`src/tmr_pkg.sv`:
```
// package: register map, field positions, reset values and types of the timer block
package tmr_pkg;
  // register offsets (byte address on the plain register port)
  localparam logic [3:0] OFS_STATUS_CONTROL = 4'h0;
  localparam logic [3:0] OFS_COUNT_HIGH     = 4'h1;
  localparam logic [3:0] OFS_COUNT_LOW      = 4'h2;
  localparam logic [3:0] OFS_MODULO_HIGH    = 4'h3;
  localparam logic [3:0] OFS_MODULO_LOW     = 4'h4;
  localparam logic [3:0] OFS_CH0_STATUS     = 4'h5;
  localparam logic [3:0] OFS_CH0_VALUE_HIGH = 4'h6;
  localparam logic [3:0] OFS_CH0_VALUE_LOW  = 4'h7;
  localparam logic [3:0] OFS_CH1_STATUS     = 4'h8;
  localparam logic [3:0] OFS_CH1_VALUE_HIGH = 4'h9;
  localparam logic [3:0] OFS_CH1_VALUE_LOW  = 4'hA;
  // timer status and control fields
  localparam int BIT_OVF_FLAG  = 7;
  localparam int BIT_OVF_IE    = 6;
  localparam int BIT_HALT      = 5;
  localparam int BIT_CNT_RESET = 4;
  localparam int PS_LSB        = 0;
  // channel status and control fields
  localparam int BIT_CH_FLAG   = 7;
  localparam int BIT_CH_IE     = 6;
  localparam int BIT_CH_MODE   = 4;
  localparam int CH_EDGE_LSB   = 2;
  // reset values
  localparam logic [7:0]  RST_STATUS   = 8'h20;
  localparam logic [15:0] RST_MODULO   = 16'hFFFF;
  localparam logic [15:0] RST_COUNT    = 16'h0000;
  localparam logic [2:0]  RST_PS       = 3'h0;
  localparam logic [2:0]  PS_UNUSED    = 3'h7;
  localparam logic [5:0]  RST_PRESCALE = 6'h00;
  localparam int          NUM_CH       = 2;

  typedef struct packed {
    logic [3:0] addr;
    logic [7:0] wdata;
    logic       wr;
    logic       rd;
  } bus_req_t;

  typedef struct packed {
    logic       flag;
    logic       ie;
    logic       compare_mode;
    logic [1:0] edge_sel;
  } chan_cfg_t;
endpackage : tmr_pkg

```
`src/timer_counter_prescaler_flags.sv`:
```
// timer: 16-bit counter with prescaler, modulo, overflow flag and two capture/compare channels
`timescale 1ns/1ps

// How it works
// RQ1: overflow flag sets when the prescaled counter reaches the modulo value.
// RQ2: overflow flag clears by reading status with flag set, then writing 0.
// RQ3: an overflow between that read and write makes the 0 write ignored.
// RQ4: writing 1 to the overflow flag does nothing; reset clears it.
// RQ5: overflow request is flag and enable; reset clears the enable.
// RQ6: halt bit freezes the counter; reset sets halt.
// RQ7: while halted, input captures are suppressed.
// RQ8: counter reset bit clears counter and prescaler, self-clears, reads 0.
// RQ9: halt and counter reset in one write leave the counter halted at zero.
// RQ10: prescale select picks bus clock divided by 1..64; code 111 unused; reset clears.
// RQ11: reading count high byte latches the low byte for the next low read.
// RQ12: repeated high reads keep the latch; a low read releases it.
// RQ13: count registers read zero after reset and after counter reset.
// RQ14: at the modulo value the counter wraps to zero on the next tick.
// RQ15: after a modulo high write, overflow setting waits for the low write.
// RQ16: reset loads the modulo with all ones.
// RQ17: software resets the counter before writing a new modulo value.
// RQ18: capture channel flags on its selected active pin edge.
// RQ19: compare channel flags when the counter equals its compare value.
// RQ20: channel flag clears by reading its status with flag set, then writing 0.
// RQ21: a new event before the clear completes wins; writing 1 does nothing.
// RQ22: prescaler runs only from the bus clock; each channel picks capture or compare.
// RQ23: channel enable gates the channel request; reset clears the enable.
// RQ24: the 16-bit counter advances one per enabled prescaler tick.
module timer_counter_prescaler_flags (
  input  wire logic       sys_clk_i,    // bus clock, 50 MHz
  input  wire logic       sys_rst_i,    // synchronous reset, active high
  input  wire logic [3:0] addr_i,       // register address
  input  wire logic [7:0] wdata_i,      // write data
  input  wire logic       wr_i,         // write strobe
  input  wire logic       rd_i,         // read strobe
  output logic      [7:0] rdata_o,      // read data, cycle after rd_i
  input  wire logic [1:0] chan_pin_i,   // channel0_pin / channel1_pin level
  output logic      [1:0] chan_pin_o,   // channel pin drive value
  output logic      [1:0] chan_pin_oe_o, // channel pin output enable
  output logic            ovf_irq_o,    // overflow request
  output logic      [1:0] chan_irq_o    // channel requests
);

  tmr_pkg::bus_req_t req;
  assign req = '{addr: addr_i, wdata: wdata_i, wr: wr_i, rd: rd_i};

  function automatic logic hit(input tmr_pkg::bus_req_t r, input logic [3:0] ofs);
    hit = (r.addr == ofs);
  endfunction : hit

  // -------------------------------------------------------------
  // control and counter state
  // -------------------------------------------------------------
  logic        ovf_flag_r;
  logic        ovf_ie_r;
  logic        halt_r;
  logic [2:0]  ps_r;
  logic [15:0] count_r;
  logic [5:0]  prescale_r;
  logic [15:0] modulo_r;
  logic        mod_pending_r;
  logic        ovf_armed_r;
  logic        low_latched_r;
  logic [7:0]  low_hold_r;
  logic        tick;
  logic        at_mod;
  logic        ovf_evt;
  logic        cnt_rst_wr;

  assign cnt_rst_wr = req.wr && hit(req, tmr_pkg::OFS_STATUS_CONTROL)
                      && req.wdata[tmr_pkg::BIT_CNT_RESET];

  // select one of seven taps of the bus-clock divider; code 111 never ticks
  always_comb begin
    case (ps_r)
      3'h0:    tick = 1'b1;
      3'h1:    tick = (prescale_r[0:0] == 1'h1);
      3'h2:    tick = (prescale_r[1:0] == 2'h3);
      3'h3:    tick = (prescale_r[2:0] == 3'h7);
      3'h4:    tick = (prescale_r[3:0] == 4'hF);
      3'h5:    tick = (prescale_r[4:0] == 5'h1F);
      3'h6:    tick = (prescale_r[5:0] == 6'h3F);
      default: tick = 1'b0;
    endcase
  end
  assign at_mod  = (count_r == modulo_r);
  assign ovf_evt = !halt_r && tick && at_mod && !mod_pending_r;

  // divider counts off the bus clock while not halted; there is no outside clock to select
  always_ff @(posedge sys_clk_i) begin
    if (sys_rst_i || cnt_rst_wr) begin
      prescale_r <= tmr_pkg::RST_PRESCALE; // RQ8
    end else if (!halt_r) begin
      prescale_r <= prescale_r + 6'h01; // RQ22
    end
  end

  // wrap needs equality: a count already past a new modulo runs on to FFFF first
  always_ff @(posedge sys_clk_i) begin
    if (sys_rst_i || cnt_rst_wr) begin
      count_r <= tmr_pkg::RST_COUNT; // RQ8 RQ9 RQ13
    end else if (!halt_r && tick) begin // RQ6
      count_r <= at_mod ? tmr_pkg::RST_COUNT : count_r + 16'h0001; // RQ14 RQ24
    end
  end

  always_ff @(posedge sys_clk_i) begin
    if (sys_rst_i) begin
      ovf_ie_r <= 1'b0; // RQ5
      halt_r   <= 1'b1; // RQ6
      ps_r     <= tmr_pkg::RST_PS; // RQ10
    end else if (req.wr && hit(req, tmr_pkg::OFS_STATUS_CONTROL)) begin
      ovf_ie_r <= req.wdata[tmr_pkg::BIT_OVF_IE];
      halt_r   <= req.wdata[tmr_pkg::BIT_HALT]; // RQ9
      ps_r     <= req.wdata[tmr_pkg::PS_LSB +: 3]; // RQ10
    end
  end

  // overflow flag: set beats clear; a clear needs an armed read with no overflow since
  always_ff @(posedge sys_clk_i) begin
    if (sys_rst_i) begin
      ovf_flag_r  <= 1'b0; // RQ4
      ovf_armed_r <= 1'b0;
    end else begin
      if (ovf_evt) begin
        ovf_flag_r  <= 1'b1; // RQ1
        ovf_armed_r <= 1'b0; // RQ3
      end else if (req.wr && hit(req, tmr_pkg::OFS_STATUS_CONTROL)) begin
        if (!req.wdata[tmr_pkg::BIT_OVF_FLAG] && ovf_armed_r) begin
          ovf_flag_r <= 1'b0; // RQ2 RQ4
        end
        ovf_armed_r <= 1'b0;
      end else if (req.rd && hit(req, tmr_pkg::OFS_STATUS_CONTROL) && ovf_flag_r) begin
        ovf_armed_r <= 1'b1; // RQ2
      end
    end
  end

  // modulo: high write suppresses overflow until the low byte lands
  always_ff @(posedge sys_clk_i) begin
    if (sys_rst_i) begin
      modulo_r      <= tmr_pkg::RST_MODULO; // RQ16
      mod_pending_r <= 1'b0;
    end else if (req.wr && hit(req, tmr_pkg::OFS_MODULO_HIGH)) begin
      modulo_r[15:8] <= req.wdata;
      mod_pending_r  <= 1'b1; // RQ15
    end else if (req.wr && hit(req, tmr_pkg::OFS_MODULO_LOW)) begin
      modulo_r[7:0]  <= req.wdata;
      mod_pending_r  <= 1'b0; // RQ15
    end
  end

  // low byte latch on high read; further high reads keep the first snapshot
  always_ff @(posedge sys_clk_i) begin
    if (sys_rst_i || cnt_rst_wr) begin
      low_latched_r <= 1'b0; // RQ13
      low_hold_r    <= 8'h00;
    end else if (req.rd && hit(req, tmr_pkg::OFS_COUNT_HIGH) && !low_latched_r) begin
      low_latched_r <= 1'b1; // RQ11
      low_hold_r    <= count_r[7:0];
    end else if (req.rd && hit(req, tmr_pkg::OFS_COUNT_LOW)) begin
      low_latched_r <= 1'b0; // RQ12
    end
  end

  // -------------------------------------------------------------
  // channels
  // -------------------------------------------------------------
  tmr_pkg::chan_cfg_t cfg_r [tmr_pkg::NUM_CH];
  logic [15:0]        chval_r [tmr_pkg::NUM_CH];
  logic [tmr_pkg::NUM_CH-1:0] pin_s1_r;
  logic [tmr_pkg::NUM_CH-1:0] pin_s2_r;
  logic [tmr_pkg::NUM_CH-1:0] pin_s3_r;
  logic [tmr_pkg::NUM_CH-1:0] pin_lvl_r;
  logic [tmr_pkg::NUM_CH-1:0] ch_armed_r;
  logic [tmr_pkg::NUM_CH-1:0] ch_evt;
  logic [tmr_pkg::NUM_CH-1:0] pin_drv_r;

  // three-stage synchroniser; a level counts when stages two and three agree
  always_ff @(posedge sys_clk_i) begin
    if (sys_rst_i) begin
      pin_s1_r  <= 2'h0;
      pin_s2_r  <= 2'h0;
      pin_s3_r  <= 2'h0;
      pin_lvl_r <= 2'h0;
    end else begin
      pin_s1_r <= chan_pin_i;
      pin_s2_r <= pin_s1_r;
      pin_s3_r <= pin_s2_r;
      pin_lvl_r <= (pin_s2_r & pin_s3_r) | (pin_lvl_r & (pin_s2_r | pin_s3_r));
    end
  end

  genvar gi;
  generate
    for (gi = 0; gi < tmr_pkg::NUM_CH; gi++) begin : g_ch
      logic [3:0] ofs_st;
      logic [3:0] ofs_hi;
      logic [3:0] ofs_lo;
      logic       rise;
      logic       fall;
      logic       new_lvl;
      assign ofs_st = (gi == 0) ? tmr_pkg::OFS_CH0_STATUS : tmr_pkg::OFS_CH1_STATUS;
      assign ofs_hi = (gi == 0) ? tmr_pkg::OFS_CH0_VALUE_HIGH : tmr_pkg::OFS_CH1_VALUE_HIGH;
      assign ofs_lo = (gi == 0) ? tmr_pkg::OFS_CH0_VALUE_LOW : tmr_pkg::OFS_CH1_VALUE_LOW;
      assign new_lvl = (pin_s2_r[gi] == pin_s3_r[gi]) ? pin_s2_r[gi] : pin_lvl_r[gi];
      assign rise = new_lvl && !pin_lvl_r[gi];
      assign fall = !new_lvl && pin_lvl_r[gi];

      always_comb begin
        if (cfg_r[gi].compare_mode) begin
          ch_evt[gi] = !halt_r && tick && (count_r == chval_r[gi]); // RQ19
        end else begin
          ch_evt[gi] = !halt_r // RQ7
                       && ((cfg_r[gi].edge_sel[0] && rise)
                        || (cfg_r[gi].edge_sel[1] && fall)); // RQ18
        end
      end

      always_ff @(posedge sys_clk_i) begin
        if (sys_rst_i) begin
          cfg_r[gi]      <= '0; // RQ21 RQ23
          ch_armed_r[gi] <= 1'b0;
        end else begin
          if (req.wr && hit(req, ofs_st)) begin
            cfg_r[gi].ie           <= req.wdata[tmr_pkg::BIT_CH_IE]; // RQ23
            cfg_r[gi].compare_mode <= req.wdata[tmr_pkg::BIT_CH_MODE]; // RQ22
            cfg_r[gi].edge_sel     <= req.wdata[tmr_pkg::CH_EDGE_LSB +: 2];
          end
          if (ch_evt[gi]) begin
            cfg_r[gi].flag <= 1'b1; // RQ18 RQ19 RQ21
            ch_armed_r[gi] <= 1'b0;
          end else if (req.wr && hit(req, ofs_st)) begin
            if (!req.wdata[tmr_pkg::BIT_CH_FLAG] && ch_armed_r[gi]) begin
              cfg_r[gi].flag <= 1'b0; // RQ20
            end
            ch_armed_r[gi] <= 1'b0;
          end else if (req.rd && hit(req, ofs_st) && cfg_r[gi].flag) begin
            ch_armed_r[gi] <= 1'b1; // RQ20
          end
        end
      end

      // capture value or compare value; compare toggles the pin on match
      always_ff @(posedge sys_clk_i) begin
        if (sys_rst_i) begin
          chval_r[gi]   <= 16'h0000;
          pin_drv_r[gi] <= 1'b0;
        end else begin
          if (ch_evt[gi] && !cfg_r[gi].compare_mode) begin
            chval_r[gi] <= count_r;
          end else if (req.wr && hit(req, ofs_hi)) begin
            chval_r[gi][15:8] <= req.wdata;
          end else if (req.wr && hit(req, ofs_lo)) begin
            chval_r[gi][7:0] <= req.wdata;
          end
          if (ch_evt[gi] && cfg_r[gi].compare_mode) begin
            pin_drv_r[gi] <= !pin_drv_r[gi];
          end
        end
      end
    end
  endgenerate

  // -------------------------------------------------------------
  // outputs and read port
  // -------------------------------------------------------------
  always_ff @(posedge sys_clk_i) begin
    if (sys_rst_i) begin
      ovf_irq_o     <= 1'b0;
      chan_irq_o    <= 2'h0;
      chan_pin_o    <= 2'h0;
      chan_pin_oe_o <= 2'h0;
    end else begin
      ovf_irq_o <= ovf_flag_r && ovf_ie_r; // RQ5
      for (int i = 0; i < tmr_pkg::NUM_CH; i++) begin
        chan_irq_o[i]    <= cfg_r[i].flag && cfg_r[i].ie; // RQ23
        chan_pin_o[i]    <= pin_drv_r[i];
        chan_pin_oe_o[i] <= cfg_r[i].compare_mode && (cfg_r[i].edge_sel != 2'h0);
      end
    end
  end

  function automatic logic [7:0] ch_status(input tmr_pkg::chan_cfg_t c);
    ch_status = {c.flag, c.ie, 1'b0, c.compare_mode, c.edge_sel, 2'h0};
  endfunction : ch_status

  always_ff @(posedge sys_clk_i) begin
    if (sys_rst_i) begin
      rdata_o <= 8'h00;
    end else if (req.rd) begin
      case (req.addr)
        tmr_pkg::OFS_STATUS_CONTROL: rdata_o <= {ovf_flag_r, ovf_ie_r, halt_r, 1'b0,
                                                  1'b0, ps_r}; // RQ8
        tmr_pkg::OFS_COUNT_HIGH:     rdata_o <= count_r[15:8];
        tmr_pkg::OFS_COUNT_LOW:      rdata_o <= low_latched_r ? low_hold_r
                                                              : count_r[7:0]; // RQ11
        tmr_pkg::OFS_MODULO_HIGH:    rdata_o <= modulo_r[15:8];
        tmr_pkg::OFS_MODULO_LOW:     rdata_o <= modulo_r[7:0];
        tmr_pkg::OFS_CH0_STATUS:     rdata_o <= ch_status(cfg_r[0]);
        tmr_pkg::OFS_CH0_VALUE_HIGH: rdata_o <= chval_r[0][15:8];
        tmr_pkg::OFS_CH0_VALUE_LOW:  rdata_o <= chval_r[0][7:0];
        tmr_pkg::OFS_CH1_STATUS:     rdata_o <= ch_status(cfg_r[1]);
        tmr_pkg::OFS_CH1_VALUE_HIGH: rdata_o <= chval_r[1][15:8];
        tmr_pkg::OFS_CH1_VALUE_LOW:  rdata_o <= chval_r[1][7:0];
        default:                     rdata_o <= 8'h00;
      endcase
    end else begin
      rdata_o <= 8'h00;
    end
  end

  // -------------------------------------------------------------
  // assertions
  // -------------------------------------------------------------
  a_ovf_sets: assert property (@(posedge sys_clk_i) disable iff (sys_rst_i) // RQ1
    ovf_evt |=> ovf_flag_r) else $error("overflow flag not set");
  a_ovf_noclear: assert property (@(posedge sys_clk_i) disable iff (sys_rst_i) // RQ3
    (ovf_flag_r && !ovf_armed_r) |=> ovf_flag_r) else $error("unarmed clear took effect");
  a_ovf_irq: assert property (@(posedge sys_clk_i) disable iff (sys_rst_i) // RQ5
    ##1 ovf_irq_o == $past(ovf_flag_r && ovf_ie_r)) else $error("overflow request wrong");
  a_halt_hold: assert property (@(posedge sys_clk_i) disable iff (sys_rst_i) // RQ6
    (halt_r && !cnt_rst_wr) |=> $stable(count_r)) else $error("counter moved while halted");
  a_cnt_reset: assert property (@(posedge sys_clk_i) disable iff (sys_rst_i) // RQ8
    cnt_rst_wr |=> (count_r == 16'h0000 && prescale_r == 6'h00)) else $error("reset missed");
  a_wrap_zero: assert property (@(posedge sys_clk_i) disable iff (sys_rst_i) // RQ14
    (!halt_r && tick && at_mod && !cnt_rst_wr) |=> count_r == 16'h0000)
    else $error("no wrap at modulo");
  a_count_step: assert property (@(posedge sys_clk_i) disable iff (sys_rst_i) // RQ24
    (!halt_r && tick && !at_mod && !cnt_rst_wr) |=> count_r == $past(count_r) + 16'h0001)
    else $error("counter did not advance by one");
  a_ovf_w1: assert property (@(posedge sys_clk_i) disable iff (sys_rst_i) // RQ4
    (ovf_flag_r && req.wr && hit(req, tmr_pkg::OFS_STATUS_CONTROL)
     && req.wdata[tmr_pkg::BIT_OVF_FLAG]) |=> ovf_flag_r) else $error("flag cleared by one");
  // watch the flag itself, so a broken pending gate is caught
  a_mod_pending: assert property (@(posedge sys_clk_i) disable iff (sys_rst_i) // RQ15
    (mod_pending_r && !ovf_flag_r) |=> !ovf_flag_r)
    else $error("overflow while modulo pending");
  a_latch_keep: assert property (@(posedge sys_clk_i) disable iff (sys_rst_i) // RQ12
    (low_latched_r && !(req.rd && hit(req, tmr_pkg::OFS_COUNT_LOW)) && !cnt_rst_wr)
    |=> $stable(low_hold_r)) else $error("latched low byte changed");
  a_unused_ps: assert property (@(posedge sys_clk_i) disable iff (sys_rst_i) // RQ10
    (ps_r == tmr_pkg::PS_UNUSED && !cnt_rst_wr) |=> $stable(count_r))
    else $error("unused prescale ticked");

  // -------------------------------------------------------------
  // assertions: channels
  // -------------------------------------------------------------
  a_cap_halt: assert property (@(posedge sys_clk_i) disable iff (sys_rst_i) // RQ7
    (halt_r && !cfg_r[0].compare_mode && !cfg_r[0].flag) |=> !cfg_r[0].flag)
    else $error("capture while halted");
  a_ch_noclear: assert property (@(posedge sys_clk_i) disable iff (sys_rst_i) // RQ21
    (cfg_r[0].flag && !ch_armed_r[0]) |=> cfg_r[0].flag) else $error("unarmed channel clear");
  a_ch_w1: assert property (@(posedge sys_clk_i) disable iff (sys_rst_i) // RQ21
    (cfg_r[0].flag && req.wr && hit(req, tmr_pkg::OFS_CH0_STATUS)
     && req.wdata[tmr_pkg::BIT_CH_FLAG]) |=> cfg_r[0].flag)
    else $error("channel flag cleared by one");
  a_ch_irq: assert property (@(posedge sys_clk_i) disable iff (sys_rst_i) // RQ23
    ##1 chan_irq_o[0] == $past(cfg_r[0].flag && cfg_r[0].ie))
    else $error("channel request wrong");
  a_ch_flag_set: assert property (@(posedge sys_clk_i) disable iff (sys_rst_i) // RQ19
    ch_evt[1] |=> cfg_r[1].flag) else $error("channel event lost");

  // -------------------------------------------------------------
  // coverage of the main scenarios
  // -------------------------------------------------------------
  c_overflow: cover property (@(posedge sys_clk_i) ovf_evt);
  c_ovf_clear: cover property (@(posedge sys_clk_i) ovf_flag_r ##1 !ovf_flag_r);
  c_capture: cover property (@(posedge sys_clk_i) ch_evt[0] && !cfg_r[0].compare_mode);
  c_compare: cover property (@(posedge sys_clk_i) ch_evt[1] && cfg_r[1].compare_mode);
  c_latch: cover property (@(posedge sys_clk_i) low_latched_r ##1 !low_latched_r);

endmodule : timer_counter_prescaler_flags

```
`config.mk`:
```
export PLATFORM = sky130hd
export DESIGN_NAME = timer_counter_prescaler_flags
export DESIGN_NICKNAME = d
export VERILOG_FILES = /design/src/tmr_pkg.sv /design/src/timer_counter_prescaler_flags.sv
export SDC_FILE = /design/constraint.sdc
export NUM_CORES = 1
export LEC_CHECK = 0
export BUFFER_PORTS_ARGS = -buffer_cell sky130_fd_sc_hd__buf_2
export CORE_MARGIN = 2
export CORE_UTILIZATION = 40
export DETAILED_ROUTE_END_ITERATION = 8
export SYNTH_ARGS = -nofsm -noshare
export SYNTH_HDL_FRONTEND = slang
export SYNTH_SLANG_ARGS = --single-unit
export TNS_END_PERCENT = 1
```
`constraint.sdc`:
```
create_clock -name sys_clk_i -period 3 [get_ports sys_clk_i]
set_input_delay 0.3 -clock sys_clk_i [delete_from_list [all_inputs] [get_ports sys_clk_i]]
set_output_delay 0.3 -clock sys_clk_i [all_outputs]
set_load 0.02 [all_outputs]
```
### After elaboration in Yosys (flattened, before gate mapping)

Memories as Yosys holds them, arrays and structs flattened.
Index checks and enable logic that the tools add are counted.

* add/sub/neg operators: 2
* eq/ne operators: 26
* multiplexer cells: 79
* bitwise gates (word level): 22
* reduce and logical (&&, ||, !) cells: 75

Operators by type and width (count)
* $pmux 8 s11: 1
* $mux 1: 67
* $eq 16x16->1: 3
* $mux 16: 3
* $logic_and 1x1->1: 46
* $mux 8: 5
* $add 16x1->16 const B: 1
* $eq 4x3->1 const B: 4
* $eq 4x4->1 const B: 4
* $or 1x1->1: 16
* $eq 3x3->1 const B: 4
* $logic_not 1->1: 12
* $reduce_bool 2->1: 6
* $reduce_or 3->1: 3
* $eq 4x2->1 const B: 2
* $pmux 1 s7: 1
* $add 6x1->6 const B: 1
* $eq 3x2->1 const B: 2
* $eq 6x6->1 const B: 1
* $eq 5x5->1 const B: 1
* $and 2x2->2: 2
* $eq 4x1->1 const B: 1
* $logic_not 4->1: 1
* $mux 2: 2
* 9 further kinds: 15

* register bits: 82
* bits in writable memories: 42
* input bits: 18
* output and inout bits: 15
* logic and storage cells: 231
* memories kept: 2

Memories
* chval_r: words 2, bits a word 16, rd ports 2, clocked after memory_dff 0, wr ports 2, line timer_counter_prescaler_flags.sv:170 `logic [15:0] chval_r [tmr_pkg::NUM_CH];`
* cfg_r: words 2, bits a word 5, rd ports 2, clocked after memory_dff 0, wr ports 2, line timer_counter_prescaler_flags.sv:169 `tmr_pkg::chan_cfg_t cfg_r [tmr_pkg::NUM_CH];`

### Depth between registers and ports, before layout

Gate-level depths: netlist (run 1).

* depth in word-level cells: 14
* gate-level depth with buffers: 11
* gate-level depth less buffers: 9

### Worst setup path before layout (run 1)

Ideal clock, no wire load.

* path kind: reg-to-reg
* start point: reg pin_s2_r[1] (netlist name)
* end point: mem chval_r[1][0], enable pin
* setup time: 0.301 ns
* data arrival time: 1.676 ns
* data required time: 2.699 ns
* setup slack: 1.023 ns
* stages on the path, launching flop included: 8
* path buffers: 1
* clock period less this slack: 1.977 ns
* cell sequence: dfxtp_1 > inv_1 > ha_1 > a2111oi_2 > nor2_1 > and3_1 > clkbuf_1 > nand2b_1

RTL lines
* start: declaration: line timer_counter_prescaler_flags.sv:172 `logic [tmr_pkg::NUM_CH-1:0] pin_s2_r;`
* start signal: assignment: line timer_counter_prescaler_flags.sv:188 `pin_s2_r <= pin_s1_r;`
* end: declaration: line timer_counter_prescaler_flags.sv:170

==> out/qor.csv, run 1 <==
metric,value,unit
yosys-top-cells-area,"dfxtp_1 26%, edfxtp_1 20%, a22o_1 5.0%",
num-fill-cells,1465,
ioPinCount,33,
final_util,46.1,%
async_reset_ff_share,0,%
finish.net_count,711,
clkSlewWorstSetupHoldPaths,0.06,ns
power_frac_clock,48.5,%
vias,5246,
die_h,130,µm
grt_setup_unrepaired,false,
cts_root_buffer,clkbuf_16,
hold_slack,0.0851,ns
finalHoldViolations,0,
leakagePower,0.00276,µW
synth_seq_cells,124,
h-tree-depth,4,
pwr-share-seq,45.4,%
grt_pass1_vias,5077,
drtAntennaViolNets,0,
grt_max_degree,31,
cp_max_fo,9,
drive_gt1_share,12.0,%
synth.most_common_cell,dfxtp_1,
clock_skew,0.00828,ns
p_sw,945,µW
crit_type,reg -> reg,
p_sw_share,23.6,%
end_kind,flop,
worstPathRequired,3.10,ns
synth_nets,695,
post_drt_wl_per_cell,21.1,µm
holdCritPathClass,in -> reg,
cts_inserted_buffers,17,
cts_tree,done,
ys.flop_type,dfxtp_1,
synth-seq-area-share,45.7,%
cp-start-kind,flop,
clock_path_buffers,2,
power.density,554,nW/µm²
grt_antenna_before_repair,0,
hold_depth,2,
ir_worst_vdd,396,µV
drc,0,
tns,0,ns
dp_cells,882,
synth_top_area_cell,dfxtp_1,
synth_top_area_share,25.8,%
viasPerCell,5.74,
synth_area_per_cell,9.50,µm²
gr-total-overflow,0,
relSlewSlack,28.0,%
synth_common_cells,"82 x dfxtp_1, 67 x nand2_1, 58 x nor2_1",
synthCells,669,
fin_crit_sh,83.3,%
ys_warn_count,0,
synth_cell_type_count,61,
die_area,16900,µm²
syn_to_final_growth,14.0,%
drt_pass1_iterations,5,
worst_pin_slew,1.08,ns
grt_pass1_wl,29600,µm
max_freq,400,MHz
start_util,40.4,%
gp_congestion,0.938,
wirelength,19200,µm
maxCapViolCount,0,
numClockSinks,124,
setup_viol,0,
combPwrFrac,6.1,%
worstRegToRegCells,6,
ctsResizeCount,0,
synth_area,6350,µm²
coreArea,15700,µm²
fp.dieW,130,µm
clkLatencyLatePin,0.42,ns
fin_crit,2.50,ns
hpwl,13900,µm
cts_hold_buf,0,
grt_usage,23.9,%
cts_setup_buffers,0,
synth-edff-count,42,
internal-power,3060,µW
initialDrtViolationCount,524,
status,finished clean,
report.final.slew_viol_count,0,
antenna_cells,0,
portBuffers,32,
layout.cells.non_filler,914,
rows,46,
arrival,2.60,ns
-- per-stage QoR --
stage / power (µW) / setup slack (ns) / instance area, µm²
global placement: 2090 / 0.619 / 6680
global route: 4130 / 0.370 / 7240
finish: 4010 / 0.501 / 7240
CTS: 4030 / 0.530 / 7240
floorplan: 2000 / 1.02 / 6350
detailed placement: 2100 / 0.559 / 6680
-- area by class of cell --
| class | count | area [µm²] | share of cell area, % |
|---|---|---|---|
| clock inverter | 10 | 87.6 | 1.21 |
| timing repair buffer | 48 | 280 | 3.87 |
| multi-input combinational | 477 | 3160 | 43.7 |
| tap | 216 | 270 | 3.73 |
| sequential | 124 | 2900 | 40.1 |
| inverter | 17 | 63.8 | 0.881 |
| clock buffer | 22 | 474 | 6.55 |
-- path summary, 6_finish.rpt --
| check | startpoint | endpoint | slack [ns] |
|---|---|---|---|
| min | chan_pin_i[0] | pin_s1_r[0] | 0.09 |
| max | pin_s2_r[1] | chval_r[1][0] | 0.50 |
| max reg2reg | pin_s2_r[1] | chval_r[1][0] | 0.50 |
| min reg2reg | pin_s1_r[1] | pin_s2_r[1] | 0.44 |
-- power groups by stage --
stage	logic (µW)	clock network, µW	registers [µW]
floorplan	157	0	1840
global placement	237	0	1850
detailed placement	240	0	1860
CTS	241	1970	1820
global route	264	2040	1820
finish	245	1940	1820
-- critical path, cell delays in order, from the launching register on --
cell	delay, ns
dfxtp_1	0.38
inv_1	0.08
ha_1	0.30
a2111oi_2	0.53
nor2_1	0.20
and3_1	0.33
nand2b_1	0.36
-- routing by layer --
metal,global-route usage (%),wire length (µm),up-vias
met5,0,0,-
met4,10.2,646,0
met3,7.18,1450,48
met2,37.9,9090,207
met1,30.4,8060,2563
li1,-,-,2428
-- kinds of logic after synthesis --
group | share of synthesized area, %
mux | 3.96
flops | 45.7
xor+xnor | 8.41
compound gates | 14.4
simple gates | 21.4
fa+ha+maj | 1.58
buf+inv | 4.53
-- flip-flops by register name (all words and copies together) (netlist names), 3 cells and up --
signal and flops:
count_r 16, rdata_o 8, ps_r 3, low_hold_r 8, modulo_r 16, prescale_r 6, chval_r 32, cfg_r 10
-- cells in the final DEF (no fill, tap or decap), types with 9 or more instances in the layout --
master | netlist | final
a21oi_1 | 28 | 28
dfxtp_1 | 82 | 82
inv_1 | 17 | 17
nand3b_1 | 25 | 25
and3_1 | 9 | 9
buf_4 | 3 | 16
nand3_1 | 16 | 16
xnor2_1 | 33 | 33
a22o_1 | 36 | 36
clkbuf_16 | 0 | 17
nor2b_1 | 13 | 13
xor2_1 | 28 | 28
mux2i_1 | 24 | 24
buf_2 | 17 | 32
edfxtp_1 | 42 | 42
nand4_1 | 15 | 15
and2_1 | 13 | 13
nand2_1 | 67 | 67
nor2_1 | 58 | 58
No activity file was read; power rests on OpenSTA's default activity.
==> run 2, diff against run 1 <==
--- a/config.mk
+++ b/config.mk
@@ -5,6 +5,7 @@
 export SDC_FILE = /design/constraint.sdc
 export NUM_CORES = 1
 export LEC_CHECK = 0
+export ABC_AREA = 1
 export BUFFER_PORTS_ARGS = -buffer_cell sky130_fd_sc_hd__buf_2
 export CORE_MARGIN = 2
 export CORE_UTILIZATION = 40
==> constraint.sdc (replaced) <==
create_clock -name sys_clk_i -period 2.5 [get_ports sys_clk_i]
set_input_delay 0.25 -clock sys_clk_i [delete_from_list [all_inputs] [get_ports sys_clk_i]]
set_output_delay 0.25 -clock sys_clk_i [all_outputs]
set_load 0.02 [all_outputs]
==> run 2 against run 1 <==
Compared with the run above:
- critical path depth did not move
- global-route usage rose by 1.7 points
- sequential cell count did not move
- maximum frequency rose by 14%
- power rose by 24%
- sequential power rose by 19%
- non-clock buffer count fell by 1
- clock-buffer cell count fell by 2
- worst hold slack got worse by 0.043 ns
- critical path type unchanged
- highest routed layer unchanged
==> out/qor.csv, run 2 <==
metric,value,unit,change
syn_to_final_growth,15.1,%,
synthCells,871,,+30%
grt_pass1_vias,5565,,+9.6%
gr-total-overflow,0,,unchanged
tns,0,ns,unchanged
final_common_cell,nand2_1,,
clkLatencyLatePin,0.43,ns,about the same
reg_top3,"chval_r x32, count_r x16, modulo_r x16",,
arrival,2.25,ns,-0.35 ns
start_util,40.9,%,+0.51 points
ys.flop_type,dfxtp_1,,
power_frac_clock,50.4,%,+1.9 points
clock_skew,0.00841,ns,+0.000128 ns
synth_top_area_cell,dfxtp_1,,
ys_warn_count,0,,unchanged
fin_crit_sh,87.5,%,+4.1 points
pwr-share-seq,43.5,%,-1.9 points
synth-seq-area-share,44.5,%,-1.2 points
internal-power,3740,µW,+22%
h-tree-depth,4,,unchanged
synth_common_cells,"207 x nand2_1, 124 x inv_1, 97 x nor2_1",,
coreArea,15900,µm²,+1.5%
die_h,132,µm,+1.3%
clkSlewWorstSetupHoldPaths,0.06,ns,about the same
finish.net_count,936,,+32%
grt_setup_unrepaired,false,,
antenna_cells,0,,unchanged
combPwrFrac,6.2,%,about the same
hpwl,16400,µm,+18%
wirelength,22100,µm,+15%
synth.most_common_cell,nand2_1,,
grt_antenna_before_repair,0,,unchanged
largest_reg_flops,32,,unchanged
fin_crit,2.19,ns,-0.313 ns
cts_setup_buffers,0,,unchanged
leakagePower,0.00323,µW,+17%
cts_root_buffer,clkbuf_16,,
cp-start-kind,flop,,
synth_top_area_share,25.1,%,-0.69 points
cts_tree,done,,
grt_pass1_wl,33200,µm,+12%
viasPerCell,5.45,,-5.0%
numClockSinks,124,,unchanged
setup_viol,0,,unchanged
regToRegSetupSlack,0.31,ns,-0.19 ns
synth_area,6530,µm²,+2.7%
worst_pin_slew,0.589,ns,-0.486 ns
cts_inserted_buffers,17,,unchanged
worstPathRequired,2.57,ns,-0.53 ns
drc,0,,unchanged
regMostFlops,chval_r,,
cp_max_fo,9,,unchanged
rows,46,,unchanged
ioPinCount,33,,unchanged
cts_hold_buf,0,,unchanged
finalHoldViolations,0,,unchanged
ctsResizeCount,0,,unchanged
max_freq,457,MHz,+14%
fp.dieW,132,µm,+1.3%
portBuffers,32,,unchanged
vias,6211,,+18%
synth-edff-count,42,,unchanged
report.final.slew_viol_count,0,,unchanged
ir_worst_vdd,600,µV,+51%
crit_type,reg -> reg,,
synth_cell_type_count,42,,-31%
post_drt_wl_per_cell,19.4,µm,-7.8%
initialDrtViolationCount,766,,+46%
power.total,4980,µW,+24%
die_area,17400,µm²,+2.7%
synth_nets,897,,+29%
status,finished clean,,
relSlewSlack,60.6,%,+33 points
grt_usage,25.6,%,+1.7 points
gp_congestion,0.984,,+5.0%
holdCritPathClass,in -> reg,,
final_cell_mix,"207 x nand2_1, 124 x inv_1, 97 x nor2_1, 82 x dfxtp_1, 49 x o22ai_1",,
end_kind,flop,,
synth_area_per_cell,7.49,µm²,-21%
clock_path_buffers,2,,unchanged
synth_seq_cells,124,,unchanged
p_sw_share,24.9,%,+1.3 points
drive_gt1_share,12.7,%,+0.64 points
async_reset_ff_share,0,%,unchanged
drtAntennaViolNets,0,,unchanged
grt_max_degree,19,,-39%
yosys-top-cells-area,"dfxtp_1 25%, edfxtp_1 19%, nand2_1 12%",,
drt_pass1_iterations,5,,unchanged
p_sw,1240,µW,+31%
maxCapViolCount,0,,unchanged
power.density,663,nW/µm²,+20%
## run 2: cell count changes in the layout (fill, tap and decap cells not counted), moves of 27 or more
cell and delta:
a22o_1 -36, inv_1 +107, nand2_1 +140, nor2_1 +39, o21ai_0 +27, o22ai_1 +49
## run 2: critical path, stage by stage, from the launching register on
cell and delay [ns]:
dfxtp_1 0.38, inv_1 0.08, ha_1 0.29, nor3_1 0.18, nand3b_2 0.22, nand3_1 0.30, nand3_1 0.37
## run 2: cell type report
cell class | count | area [µm²]
tap | 216 | 270
multi-input combinational | 583 | 2960
clock inverter | 12 | 136
fill | 1625 | 8430
sequential | 124 | 2900
clock buffer | 20 | 458
timing repair buffer | 47 | 273
inverter | 137 | 514
## run 2: power by group through the flow
| stage | Combinational (µW) | Sequential [µW] | Clock (µW) |
|---|---|---|---|
| floorplan | 176 | 2200 | 0 |
| global placement | 297 | 2210 | 0 |
| detailed placement | 298 | 2210 | 0 |
| CTS | 300 | 2160 | 2520 |
| global route | 330 | 2170 | 2600 |
| finish | 307 | 2170 | 2510 |
## run 2: metal layers
layer	share of wire, %	up-vias	track usage [%]	routed length [µm]
met4	2.5	0	7.91	556
li1	-	2925	-	-
met2	43	354	38.5	9540
met1	44	2878	36.3	9760
met3	10	54	6.42	2250
met5	0	-	0	0
## run 2: kinds of logic after synthesis
group | count (synthesis) | synth area share (%)
AOI/OAI and AO/OA | 157 | 14.2
xor gates and xnor gates | 28 | 3.76
adders and majority gates | 8 | 1.53
buffers and inverters | 164 | 10.2
DFF | 124 | 44.5
and+or+nand+nor | 390 | 25.8
## run 2: path summary, 6_finish.rpt
kind / from / to / cells after the start
max: pin_s2_r[1] / chval_r[1][8] / 6
min: chan_pin_i[0] / pin_s1_r[0] / 3
max reg2reg: pin_s2_r[1] / chval_r[1][8] / 6
min reg2reg: pin_s1_r[0] / pin_s2_r[0] / 2
## run 2: per-stage QoR
stage                     utilization [%]  area, µm²  hold slack (ns)  setup slack, ns  instances
after global placement               43.4       6920            0.394            0.399       1107
after floorplan                         -       6530            0.357            0.644        871
after CTS                            47.1       7510           0.0335            0.310       1139
final                                47.1       7510           0.0417            0.314       1139
after detailed placement             43.4       6920            0.397            0.353       1107
after global routing                 47.1       7510           0.0517            0.137       1139
